==> config.mk <==
export PLATFORM = sky130hd
export DESIGN_NAME = hims_top
export DESIGN_NICKNAME = d
export VERILOG_FILES = /design/src/hims_pkg.sv /design/src/hims_sync_if.sv /design/src/hims_sync.sv /design/src/hims_top.sv
export VERILOG_INCLUDE_DIRS = /design/src
export SDC_FILE = /design/constraint.sdc
export NUM_CORES = 1
export LEC_CHECK = 0
export BUFFER_PORTS_ARGS = -buffer_cell sky130_fd_sc_hd__buf_4
export CAP_MARGIN = 20
export CORE_ASPECT_RATIO = 1.4
export CORE_MARGIN = 1
export CORE_UTILIZATION = 49
export CTS_CLUSTER_DIAMETER = 200
export CTS_CLUSTER_SIZE = 12
export DETAILED_ROUTE_END_ITERATION = 16
export PLACE_DENSITY = 0.77
export SYNTH_ARGS = -nofsm -noshare
export SYNTH_HDL_FRONTEND = slang
export SYNTH_SLANG_ARGS = --single-unit
==> constraint.sdc <==
create_clock -name CLK -period 1.5 [get_ports CLK]
set_input_delay 0.075 -clock CLK [delete_from_list [all_inputs] [get_ports CLK]]
set_output_delay 0.075 -clock CLK [all_outputs]
set_load 0.05 [all_outputs]
==> src/hims_defs.svh <==
// Purpose: Constants for the host interface mode select block
// Assumes: 200 MHz core clock
// Notes:   Timing counts derive from the time constants
`ifndef HIMS_DEFS_SVH
`define HIMS_DEFS_SVH
`define HIMS_CLK_PERIOD_PS    5000
`define HIMS_INIT_TIME_NS     100
`define HIMS_INIT_CYCLES      ((`HIMS_INIT_TIME_NS * 1000 + `HIMS_CLK_PERIOD_PS - 1) / `HIMS_CLK_PERIOD_PS)
`define HIMS_SENSE_CH         16
`define HIMS_REF_CH           2
`define HIMS_CNT_W            8
`endif

==> src/hims_pkg.sv <==
// Purpose: Types for the host interface mode select block
// Assumes: Nothing
// Notes:   Mode and init state types
package hims_pkg;
   typedef enum logic {HIMS_MODE_I2C, HIMS_MODE_SPI} hims_mode_e;
   typedef enum logic [1:0] {HIMS_ST_RESET, HIMS_ST_INIT, HIMS_ST_RUN} hims_state_e;
endpackage : hims_pkg

==> src/hims_sync_if.sv <==
// Purpose: Carrier for synchronised pin levels
// Assumes: Single clock domain
// Notes:   Producer is the synchroniser bank
`timescale 1ns/1ps
interface hims_sync_if;
   logic cs_n;
   logic scl;
   logic sda;
   logic addr0;
   logic addr1;
   modport prod (output cs_n, output scl, output sda, output addr0, output addr1);
   modport cons (input cs_n, input scl, input sda, input addr0, input addr1);
endinterface : hims_sync_if

==> src/hims_sync.sv <==
// Purpose: Two-flop synchronisers for the serial pins
// Assumes: Pins are asynchronous to CLK
// Notes:   First stage feeds only the second stage
`timescale 1ns/1ps
module hims_sync #(
   parameter int W = 5
) (
   // Clock and reset
   input  wire logic         clk,
   input  wire logic         rst_n,
   // Raw pins
   input  wire logic [W-1:0] pins,
   // Synchronised levels
   hims_sync_if.prod         so
);
   logic [W-1:0] meta_reg;
   logic [W-1:0] sync_reg;

   // Idle high so a held-high select never looks like a fall
   always_ff @(posedge clk or negedge rst_n) begin
      if (!rst_n) begin
         meta_reg <= {W{1'b1}};
         sync_reg <= {W{1'b1}};
      end else begin
         meta_reg <= pins;
         sync_reg <= meta_reg;
      end
   end

   assign so.cs_n  = sync_reg[0];
   assign so.scl   = sync_reg[1];
   assign so.sda   = sync_reg[2];
   assign so.addr0 = sync_reg[3];
   assign so.addr1 = sync_reg[4];
endmodule : hims_sync

==> src/hims_top.sv <==
// Purpose: Host serial interface mode select and pin role assignment
// Assumes: Protocol engines sit outside and use the routed signals
// Notes:   SPI mode, once entered on a select fall, is latched until the next initialization
`timescale 1ns/1ps
`include "hims_defs.svh"
module hims_top
   import hims_pkg::*;
#(
   parameter int NSENSE = `HIMS_SENSE_CH,
   parameter int NREF   = `HIMS_REF_CH
) (
   // Clock and reset
   input  wire logic            CLK,
   input  wire logic            RESETN,
   input  wire logic            EXTERNAL_RESET_N,
   // Serial pins
   input  wire logic            MODE_SELECT_CHIP_SELECT_N,
   input  wire logic            SERIAL_CLOCK_PIN,
   input  wire logic            SERIAL_DATA_PIN_I,
   output logic                 SERIAL_DATA_PIN_O,
   output logic                 SERIAL_DATA_PIN_OE,
   input  wire logic            ADDR0_OR_SERIAL_OUT_PIN_I,
   output logic                 ADDR0_OR_SERIAL_OUT_PIN_O,
   output logic                 ADDR0_OR_SERIAL_OUT_PIN_OE,
   input  wire logic            ADDR1_SELECT_PIN,
   // Sense pin enables
   output logic [NSENSE-1:0]    SENSE_INPUTS_OE,
   output logic [NREF-1:0]      REFERENCE_CAP_OE,
   // Core side
   input  wire logic [NSENSE-1:0] CORE_SENSE_OE,
   input  wire logic [NREF-1:0]   CORE_REF_OE,
   input  wire logic            CORE_IRQ,
   input  wire logic            CORE_I2C_SDA_OE,
   input  wire logic            CORE_SPI_SO,
   output logic                 INTERRUPT_OUTPUT,
   output logic                 SPI_MODE,
   output logic                 DEVICE_READY,
   output logic                 I2C_SCL,
   output logic                 I2C_SDA,
   output logic                 I2C_ADDR0,
   output logic                 I2C_ADDR1,
   output logic                 SPI_SCK,
   output logic                 SPI_SI,
   output logic                 SPI_CS_N
);
   hims_sync_if sif ();
   hims_state_e state_reg, state_next;
   hims_mode_e  mode_reg, mode_next;
   logic [`HIMS_CNT_W-1:0] cnt_reg, cnt_next;
   logic        rst_meta_reg, rst_sync_reg;
   logic        cs_prev_reg;
   wire logic   run      = (state_reg == HIMS_ST_RUN);
   wire logic   cs_fall  = cs_prev_reg & ~sif.cs_n;
   wire logic   spi      = (mode_reg == HIMS_MODE_SPI);
   wire logic   in_reset = ~rst_sync_reg;

   hims_sync #(.W(5)) u_sync (
      .clk  (CLK),
      .rst_n(RESETN),
      .pins ({ADDR1_SELECT_PIN, ADDR0_OR_SERIAL_OUT_PIN_I, SERIAL_DATA_PIN_I,
              SERIAL_CLOCK_PIN, MODE_SELECT_CHIP_SELECT_N}),
      .so   (sif)
   );

   // External reset pin is asynchronous, so it gets its own two flops
   always_ff @(posedge CLK or negedge RESETN) begin
      if (!RESETN) begin
         rst_meta_reg <= 1'b0;
         rst_sync_reg <= 1'b0;
      end else begin
         rst_meta_reg <= EXTERNAL_RESET_N;
         rst_sync_reg <= rst_meta_reg;
      end
   end

   always_comb begin
      state_next = state_reg;
      mode_next  = mode_reg;
      cnt_next   = cnt_reg;
      case (state_reg)
         HIMS_ST_RESET: begin
            mode_next = HIMS_MODE_I2C;
            cnt_next  = '0;
            if (!in_reset) state_next = HIMS_ST_INIT;
         end
         HIMS_ST_INIT: begin
            mode_next = HIMS_MODE_I2C;
            cnt_next  = cnt_reg + `HIMS_CNT_W'(1);
            if (cnt_reg == `HIMS_CNT_W'(`HIMS_INIT_CYCLES - 1)) state_next = HIMS_ST_RUN;
         end
         HIMS_ST_RUN: begin
            // Sticky: later select levels never return to I2C
            if (cs_fall) mode_next = HIMS_MODE_SPI;
         end
         default: state_next = HIMS_ST_RESET;
      endcase
      if (in_reset) begin
         state_next = HIMS_ST_RESET;
         mode_next  = HIMS_MODE_I2C;
      end
   end

   always_ff @(posedge CLK or negedge RESETN) begin
      if (!RESETN) begin
         state_reg   <= HIMS_ST_RESET;
         mode_reg    <= HIMS_MODE_I2C;
         cnt_reg     <= '0;
         cs_prev_reg <= 1'b1;
      end else begin
         state_reg   <= state_next;
         mode_reg    <= mode_next;
         cnt_reg     <= cnt_next;
         // Edge history held high until running, so a pin held low through init reads as a fall on the first run cycle
         cs_prev_reg <= run ? sif.cs_n : 1'b1;
      end
   end

   // Registered pin routing; one cycle after mode change
   always_ff @(posedge CLK or negedge RESETN) begin
      if (!RESETN) begin
         SERIAL_DATA_PIN_O          <= 1'b0;
         SERIAL_DATA_PIN_OE         <= 1'b0;
         ADDR0_OR_SERIAL_OUT_PIN_O  <= 1'b0;
         ADDR0_OR_SERIAL_OUT_PIN_OE <= 1'b0;
         SENSE_INPUTS_OE            <= '0;
         REFERENCE_CAP_OE           <= '0;
         INTERRUPT_OUTPUT           <= 1'b0;
         SPI_MODE                   <= 1'b0;
         DEVICE_READY               <= 1'b0;
         I2C_SCL                    <= 1'b1;
         I2C_SDA                    <= 1'b1;
         I2C_ADDR0                  <= 1'b0;
         I2C_ADDR1                  <= 1'b0;
         SPI_SCK                    <= 1'b0;
         SPI_SI                     <= 1'b0;
         SPI_CS_N                   <= 1'b1;
      end else begin
         SERIAL_DATA_PIN_O          <= 1'b0;
         SERIAL_DATA_PIN_OE         <= run & ~spi & CORE_I2C_SDA_OE;
         ADDR0_OR_SERIAL_OUT_PIN_O  <= CORE_SPI_SO;
         ADDR0_OR_SERIAL_OUT_PIN_OE <= run & spi & ~sif.cs_n;
         SENSE_INPUTS_OE            <= in_reset ? '0 : CORE_SENSE_OE;
         REFERENCE_CAP_OE           <= in_reset ? '0 : CORE_REF_OE;
         INTERRUPT_OUTPUT           <= run & CORE_IRQ;
         SPI_MODE                   <= spi;
         DEVICE_READY               <= run;
         I2C_SCL                    <= spi ? 1'b1 : sif.scl;
         I2C_SDA                    <= spi ? 1'b1 : sif.sda;
         I2C_ADDR0                  <= spi ? 1'b0 : sif.addr0;
         I2C_ADDR1                  <= spi ? 1'b0 : sif.addr1;
         SPI_SCK                    <= spi ? sif.scl : 1'b0;
         SPI_SI                     <= spi ? sif.sda : 1'b0;
         SPI_CS_N                   <= spi ? sif.cs_n : 1'b1;
      end
   end
endmodule : hims_top

==> results of run 1 <==
-- per-layer routing --
layer	up-vias	wire (um)	part of all wire, %
met3	10	292	7.3
li1	621	-	-
met5	-	0	0
met2	55	2170	55
met1	645	1420	36
met4	0	89	2.2
-- metrics by stage --
stage	hold slack [ps]	worst slack [ps]	area [sq um]	TNS, ps	power [mW]
floorplan	-221	140	1860	0	1.76
global placement	127	124	2350	0	1.90
detailed placement	146	80.1	2350	0	1.91
CTS	11.2	45.1	2720	0	2.80
global route	11.1	-9.38	2740	-9.38	2.88
finish	15.2	71.6	2740	0	2.78
-- area by class of cell --
type	count	area [sq um]
multi-input cells	74	445
clock inverters	1	8.76
clock buffers	7	86.3
repair buffers	90	743
fillers	212	906
flip-flops and latches	55	1390
inverters	2	7.51
well taps	42	52.6
-- final timing paths --
path | from | end | slack, ps | cells after the start
setup / recovery | cnt_reg[0]$_DFFE_PN0P_ | state_reg[1]$_DFFE_PN0P_ | 70 | 4
max in group asynchronous | RESETN | SPI_SCK$_DFF_PN0_ | 720 | 2
setup reg to reg | cnt_reg[0]$_DFFE_PN0P_ | state_reg[1]$_DFFE_PN0P_ | 70 | 4
hold / removal | CORE_I2C_SDA_OE | SERIAL_DATA_PIN_OE$_DFF_PN0_ | 20 | 2
min in group asynchronous | RESETN | SENSE_INPUTS_OE[3]$_DFF_PN0_ | 330 | 2
hold reg to reg | rst_meta_reg$_DFF_PN0_ | rst_sync_reg$_DFF_PN0_ | 360 | 0
-- what timing repair did --
| action | in CTS | in global routing |
|---|---|---|
| buffers inserted | 0 | 2 |
| hold buffers | 27 | 0 |
| gates resized for setup | 0 | 2 |
| endpoints found under the setup margin | 0 | 3 |
| endpoints found under the hold margin | 67 | 0 |
-- power groups by stage --
stage               Combinational (mW)  Clock, mW  Sequential (mW)
floorplan                       0.0496          0             1.71
global placement                 0.294          0             1.60
detailed placement               0.302          0             1.61
CTS                              0.359      0.862             1.58
global route                     0.387      0.903             1.59
finish                           0.364      0.835             1.58
-- synth_stat cells --
cell / number / share of area, %
o21a_1: 1 / 0.40
and3_1: 1 / 0.34
a21oi_1: 3 / 0.81
dfrtp_1: 41 / 55
nand2_1: 9 / 1.8
ha_1: 1 / 0.67
nand2b_1: 4 / 1.3
or2_2: 2 / 0.67
and2_1: 21 / 7.0
conb_1: 1 / 0.20
nor3_1: 1 / 0.27
xor2_1: 1 / 0.47
dfstp_2: 14 / 20
nand4b_1: 1 / 0.47
or2b_2: 1 / 0.47
nor2b_1: 3 / 1.0
clkbuf_1: 2 / 0.40
nor4_2: 1 / 0.67
nand3_1: 3 / 0.81
or3_1: 2 / 0.67
o211ai_1: 1 / 0.40
buf_2: 1 / 0.27
nor3b_1: 1 / 0.40
o311ai_0: 1 / 0.47
nand4_1: 1 / 0.34
inv_1: 2 / 0.40
buf_4: 1 / 0.40
or4_1: 1 / 0.40
o21ai_0: 5 / 1.3
nor2_1: 6 / 1.2
or4_4: 1 / 0.60
a22o_1: 1 / 0.47
-- cells by family after synthesis --
group	count (synthesis)	share of synthesized area (%)
other cells	1	0.201
simple gates	59	18.5
compound gates	12	3.89
flops	55	74.8
fa+ha+maj	1	0.671
xor+xnor	1	0.470
buf+inv	6	1.48
==> summary.txt, run 1 <==
Setup path
  – Crit-path slowest cell: dfrtp_1
  – Crit path buf inv count: 0
  – Max Fanout on Critical Path: 4
  – CP Capture Type: register
  – CP cell instances: ha_2 > or2b_2 > nor4_2 > o21a_1
  – Startpoint Class: register
  – Worst endpoint required time: 1750 ps
  – Cell family with most CP delay: simple AND/OR/NAND/NOR gates
  – Max incr delay on CP: 420 ps
  – Crit path kind: reg -> reg
  – Worst Path Arrival: 1670 ps

Power and ir drop
  – Pleak: 1.31 nW
  – Combinational share of power: 13.1%
  – Switching power total: 0.691 mW
  – Power Density: 1020 nW/um^2
  – Reg power frac: 56.9%
  – Pint: 2.09 mW
  – Clock share of power: 30.0%
  – Worst vdd ir: 0.000931 V
  – Sw frac: 24.8%

Routing
  – Final ANT Viol Nets: 0
  – DRT Pass-1 Iters: 4
  – Initial DRC count: 45
  – Drt wl/cell: 14.7 um
  – Vias per inst: 4.91
  – Drt drc: 0
  – Final wirelength: 3980 um
  – Vias: 1,331

Placed design
  – Global placer's final weighted congestion: 0.804
  – Placed cells: 234
  – Final HPWL DP: 2340 um
  – PortBufs: 59

STA
  – Endpoints failing hold: 0
  – Fin crit period: 1430 ps
  – Slew Viols, Final: 0
  – Period utilization: 95.2%
  – Final setup violating endpoints: 0
  – Max-slew headroom: 55.9%
  – Maximum clock rate: 700 MHz
  – Setup clock skew after layout: 10.1 ps
  – Worst-margin pin slew: 662 ps

Clock network
  – H-tree levels: 2
  – Root Driver: clkbuf_8
  – CTS Buf Count: 5
  – Clock sink count: 55
  – CTS tree: done
  – CTS clk-pin slew, worst paths: 100 ps
  – Skew-Pair Late Insertion Delay: 310 ps
  – Clk buf depth: 2

Floorplanning
  – DIE AREA: 4060 sq um
  – Initial Utilization: 51.2%
  – Die H: 75.0 um
  – Num rows: 26
  – I/O pins: 61
  – Die X: 54.1 um
  – Core Area: 3640 sq um

Global routing
  – Vias in the first global route: 1,400
  – Met3 GRT Util: 7.68%
  – Grt met1 use: 24.0%
  – GRT Overall Usage: 23.1%
  – Largest net degree at the start of global routing: 56
  – Initial antenna violation count: 0
  – GRT busiest layer: met2
  – First-pass GRT wire length: 6390 um
  – Met2 Use GR: 40.7%
  – Total grt overflow: 0

Logic synthesis
  – Synth Register Bits: 55
  – Avg Cell Area, Syn: 13.8 sq um
  – Cell area after synthesis: 1860 sq um
  – Ys Warns: 0
  – Sequential share of the synthesized area: 74.8%
  – Synthesized Nets: 165
  – Synth cell types: 32
  – Synth Instances: 135

Layout
  – # nets final: 258
  – Layout cell share with drive strength beyond 1: 39.3%
  – # diodes: 0
  – Final Util: 75.1%
  – Post-Layout Cell Count: 271
  – Synth-to-Final Area Change: 46.8%
  – Most frequent cells in the layout: buf_4 (63), dfrtp_1 (41), dlygate4sd3_1 (27)
  – Number of flip-flops in the largest register: 16
  – Commonest non-fill, non-tap cell in the layout: buf_4

Flow run
  – Max Cap Viol: 0

Min path
  – Worst hold-check path type: in -> reg

Run status
  – Status: completed
Note: power is estimated with default switching activity, not from simulation.
==> inputs of run 2 (changes only) <==
- SETUP_SLACK_MARGIN: unset -> 0.5
==> run 2 against run 1 <==
Compared with the run above:
- total power grew 1.8%
- sequential cell count is the same
- sequential power about the same
- hold slack better by 21 ps
- die area unchanged
- wire length grew 15%
- final cell count is 2.6% higher
- count of clock-buffer cells in the layout did not move
- global-route usage grew 1.5 points
- utilization increased by 4.0 points
- clock skew is 2.4 ps lower
- critical endpoint is now cnt_reg[5]$_DFFE_PN0P_
- largest cell class unchanged
- highest routed layer unchanged
==> summary.txt, run 2 (synthesized netlist as in run 1, its figures left out) <==
Run status
  – Status: completed

Floorplanning
  – Num rows: 26 (unchanged)
  – DIE AREA: 4060 sq um (unchanged)
  – Die X: 54.1 um (unchanged)
  – Core Area: 3640 sq um (unchanged)
  – Die H: 75.0 um (unchanged)
  – I/O pins: 61 (unchanged)
  – Initial Utilization: 51.2% (unchanged)

Min path
  – Worst hold-check path type: in -> reg
  – Hold_sp: CORE_I2C_SDA_OE
  – WHS Endpoint: SERIAL_DATA_PIN_OE$_DFF_PN0_
  – Hold path depth: 2 (unchanged)

Routing
  – Met2 WL: 2600 um (+19%)
  – Highest routed layer: met4
  – Initial DRC count: 39 (-13%)
  – Drt drc: 0 (unchanged)
  – Routed wl met3: 262 um (-10%)
  – Final ANT Viol Nets: 0 (unchanged)
  – DRT Pass-1 Iters: 4 (unchanged)
  – Final wirelength: 4590 um (+15%)
  – Vias: 1,385 (+4.1%)
  – Drt wl/cell: 16.5 um (+12%)
  – Met1 wire length: 1620 um (+14%)
  – Vias per inst: 4.98 (+1.4%)

Global routing
  – Total grt overflow: 0 (unchanged)
  – First-pass GRT wire length: 6790 um (+6.3%)
  – GRT Overall Usage: 24.6% (+1.5 points)
  – Initial antenna violation count: 0 (unchanged)
  – Largest net degree at the start of global routing: 56 (unchanged)
  – Vias in the first global route: 1,452 (+3.7%)

Power and ir drop
  – Pleak: 1.36 nW (+4.0%)
  – Switching power total: 0.724 mW (+4.8%)
  – Combinational share of power: 13.7% (+0.6 points)
  – Sw frac: 25.6% (+0.74 points)
  – Power Density: 981 nW/um^2 (-3.4%)
  – Reg power frac: 56.0% (-0.9 points)
  – Clock share of power: 30.3% (+0.3 points)
  – Worst vdd ir: 0.000777 V (-17%)
  – Pint: 2.11 mW (+0.77%)

STA
  – Setup clock skew after layout: 7.71 ps (-2.42 ps)
  – Final setup violating endpoints: 0 (unchanged)
  – Endpoints failing hold: 0 (unchanged)
  – Period utilization: 87.3% (-7.9 points)
  – Worst-margin pin slew: 660 ps (-2.02 ps)
  – Slew Viols, Final: 0 (unchanged)
  – Maximum clock rate: 763 MHz (+9.0%)
  – RSZ-0062 raised after global routing: yes
  – Fin crit period: 1310 ps (-118 ps)
  – Max-slew headroom: 56.0% (+0.13 points)
  – Setup TNS Final: 0 ps (unchanged)

Clock network
  – Clock sink count: 55 (unchanged)
  – Root Driver: clkbuf_8
  – Clk buf depth: 2 (unchanged)
  – H-tree levels: 2 (unchanged)
  – CTS clk-pin slew, worst paths: 100 ps (about the same)
  – CTS Buf Count: 5 (unchanged)
  – CTS tree: done
  – Skew-Pair Late Insertion Delay: 300 ps (about the same)

Setup path
  – Worst endpoint required time: 1730 ps (-20 ps)
  – Register-to-register setup slack: 190 ps (+120 ps)
  – Crit path kind: reg -> reg
  – Reg2Reg Launch Point: state_reg[1]$_DFFE_PN0P_
  – Startpoint Class: register
  – Cell family with most CP delay: simple AND/OR/NAND/NOR gates
  – R2R Path End: cnt_reg[5]$_DFFE_PN0P_
  – Max Fanout on Critical Path: 4 (unchanged)
  – CP Depth: 3 (-1)
  – Reg2Reg Depth: 3 (-1)
  – CP Capture Type: register
  – Crit path buf inv count: 0 (unchanged)
  – Worst Path Arrival: 1540 ps (-130 ps)
  – Crit-path slowest cell: dfrtp_1
  – CP cell instances: nand4b_1 > or3_1 > a21oi_1
  – Max incr delay on CP: 430 ps (about the same)

Layout
  – Commonest non-fill, non-tap cell in the layout: buf_4
  – Final Util: 79.2% (+4.0 points)
  – # diodes: 0 (unchanged)
  – Number of flip-flops in the largest register: 16 (unchanged)
  – Layout cell share with drive strength beyond 1: 45.8% (+6.5 points)
  – Synth-to-Final Area Change: 54.7%
  – Most frequent cells in the layout: buf_4 (63), dfrtp_1 (36), dlygate4sd3_1 (27)
  – # nets final: 265 (+2.7%)

Placed design
  – Final HPWL DP: 2320 um (-1.0%)
  – Global placer's final weighted congestion: 0.794 (-1.2%)
  – PortBufs: 59 (unchanged)

Flow run
  – Max Cap Viol: 0 (unchanged)
==> run 2: cell types whose count changed in the layout (fill, tap and decap cells not counted), sizes merged <==
cell,change
buf,+6
clkbuf,+1
==> run 2: final cells by class <==
class                           count  area (sq um)
Tap cell                           42          52.6
Clock buffer                        7          86.3
Inverter                            2          7.51
Sequential cell                    55          1400
Multi-Input combinational cell     74           478
Clock inverter                      1          8.76
Timing Repair Buffer               97           851
Fill cell                         200           759
==> run 2: what timing repair did <==
action,4_1_cts,5_1_grt
endpoints found under the setup margin,16,25
pin swaps,2,4
endpoints found under the hold margin,67,0
hold buffers,27,0
cloned,0,1
gates resized for setup,14,10
buffers inserted,7,2
==> run 2: how the worst max path moves through the flow <==
stage,start,slack (ps),endpoint
after floorplan,cnt_reg[5]$_DFFE_PN0P_,250,state_reg[1]$_DFFE_PN0P_
after global placement,cnt_reg[5]$_DFFE_PN0P_,220,state_reg[1]$_DFFE_PN0P_
after detailed placement,cnt_reg[5]$_DFFE_PN0P_,190,state_reg[1]$_DFFE_PN0P_
after CTS,cnt_reg[5]$_DFFE_PN0P_,210,state_reg[1]$_DFFE_PN0P_
after global routing,cnt_reg[1]$_DFFE_PN0P_,140,state_reg[1]$_DFFE_PN0P_
final,state_reg[1]$_DFFE_PN0P_,190,cnt_reg[5]$_DFFE_PN0P_
==> run 2: per-layer routing <==
layer | GRT usage, % | vias up
li1 | - | 636
met1 | 25.8 | 686
met3 | 6.87 | 12
met4 | 9.97 | 0
met5 | 0 | -
met2 | 44.9 | 51
==> run 2: power by group through the flow <==
stage | registers, mW | clock network (mW) | logic, mW
final | 1.59 | 0.857 | 0.388
after global routing | 1.59 | 0.920 | 0.410
after CTS | 1.58 | 0.850 | 0.375
after detailed placement | 1.61 | 0 | 0.303
after global placement | 1.60 | 0 | 0.296
after floorplan | 1.71 | 0 | 0.0515
==> run 2: through the flow <==
stage	worst slack, ps	std cells	hold WS [ps]	power, mW	cell area, sq um
floorplan	252	135	-221	1.76	1870
global placement	222	233	135	1.90	2360
detailed placement	188	233	148	1.91	2360
CTS	211	275	14.9	2.81	2820
global route	144	278	32.8	2.92	2880
finish	190	278	36.4	2.83	2880
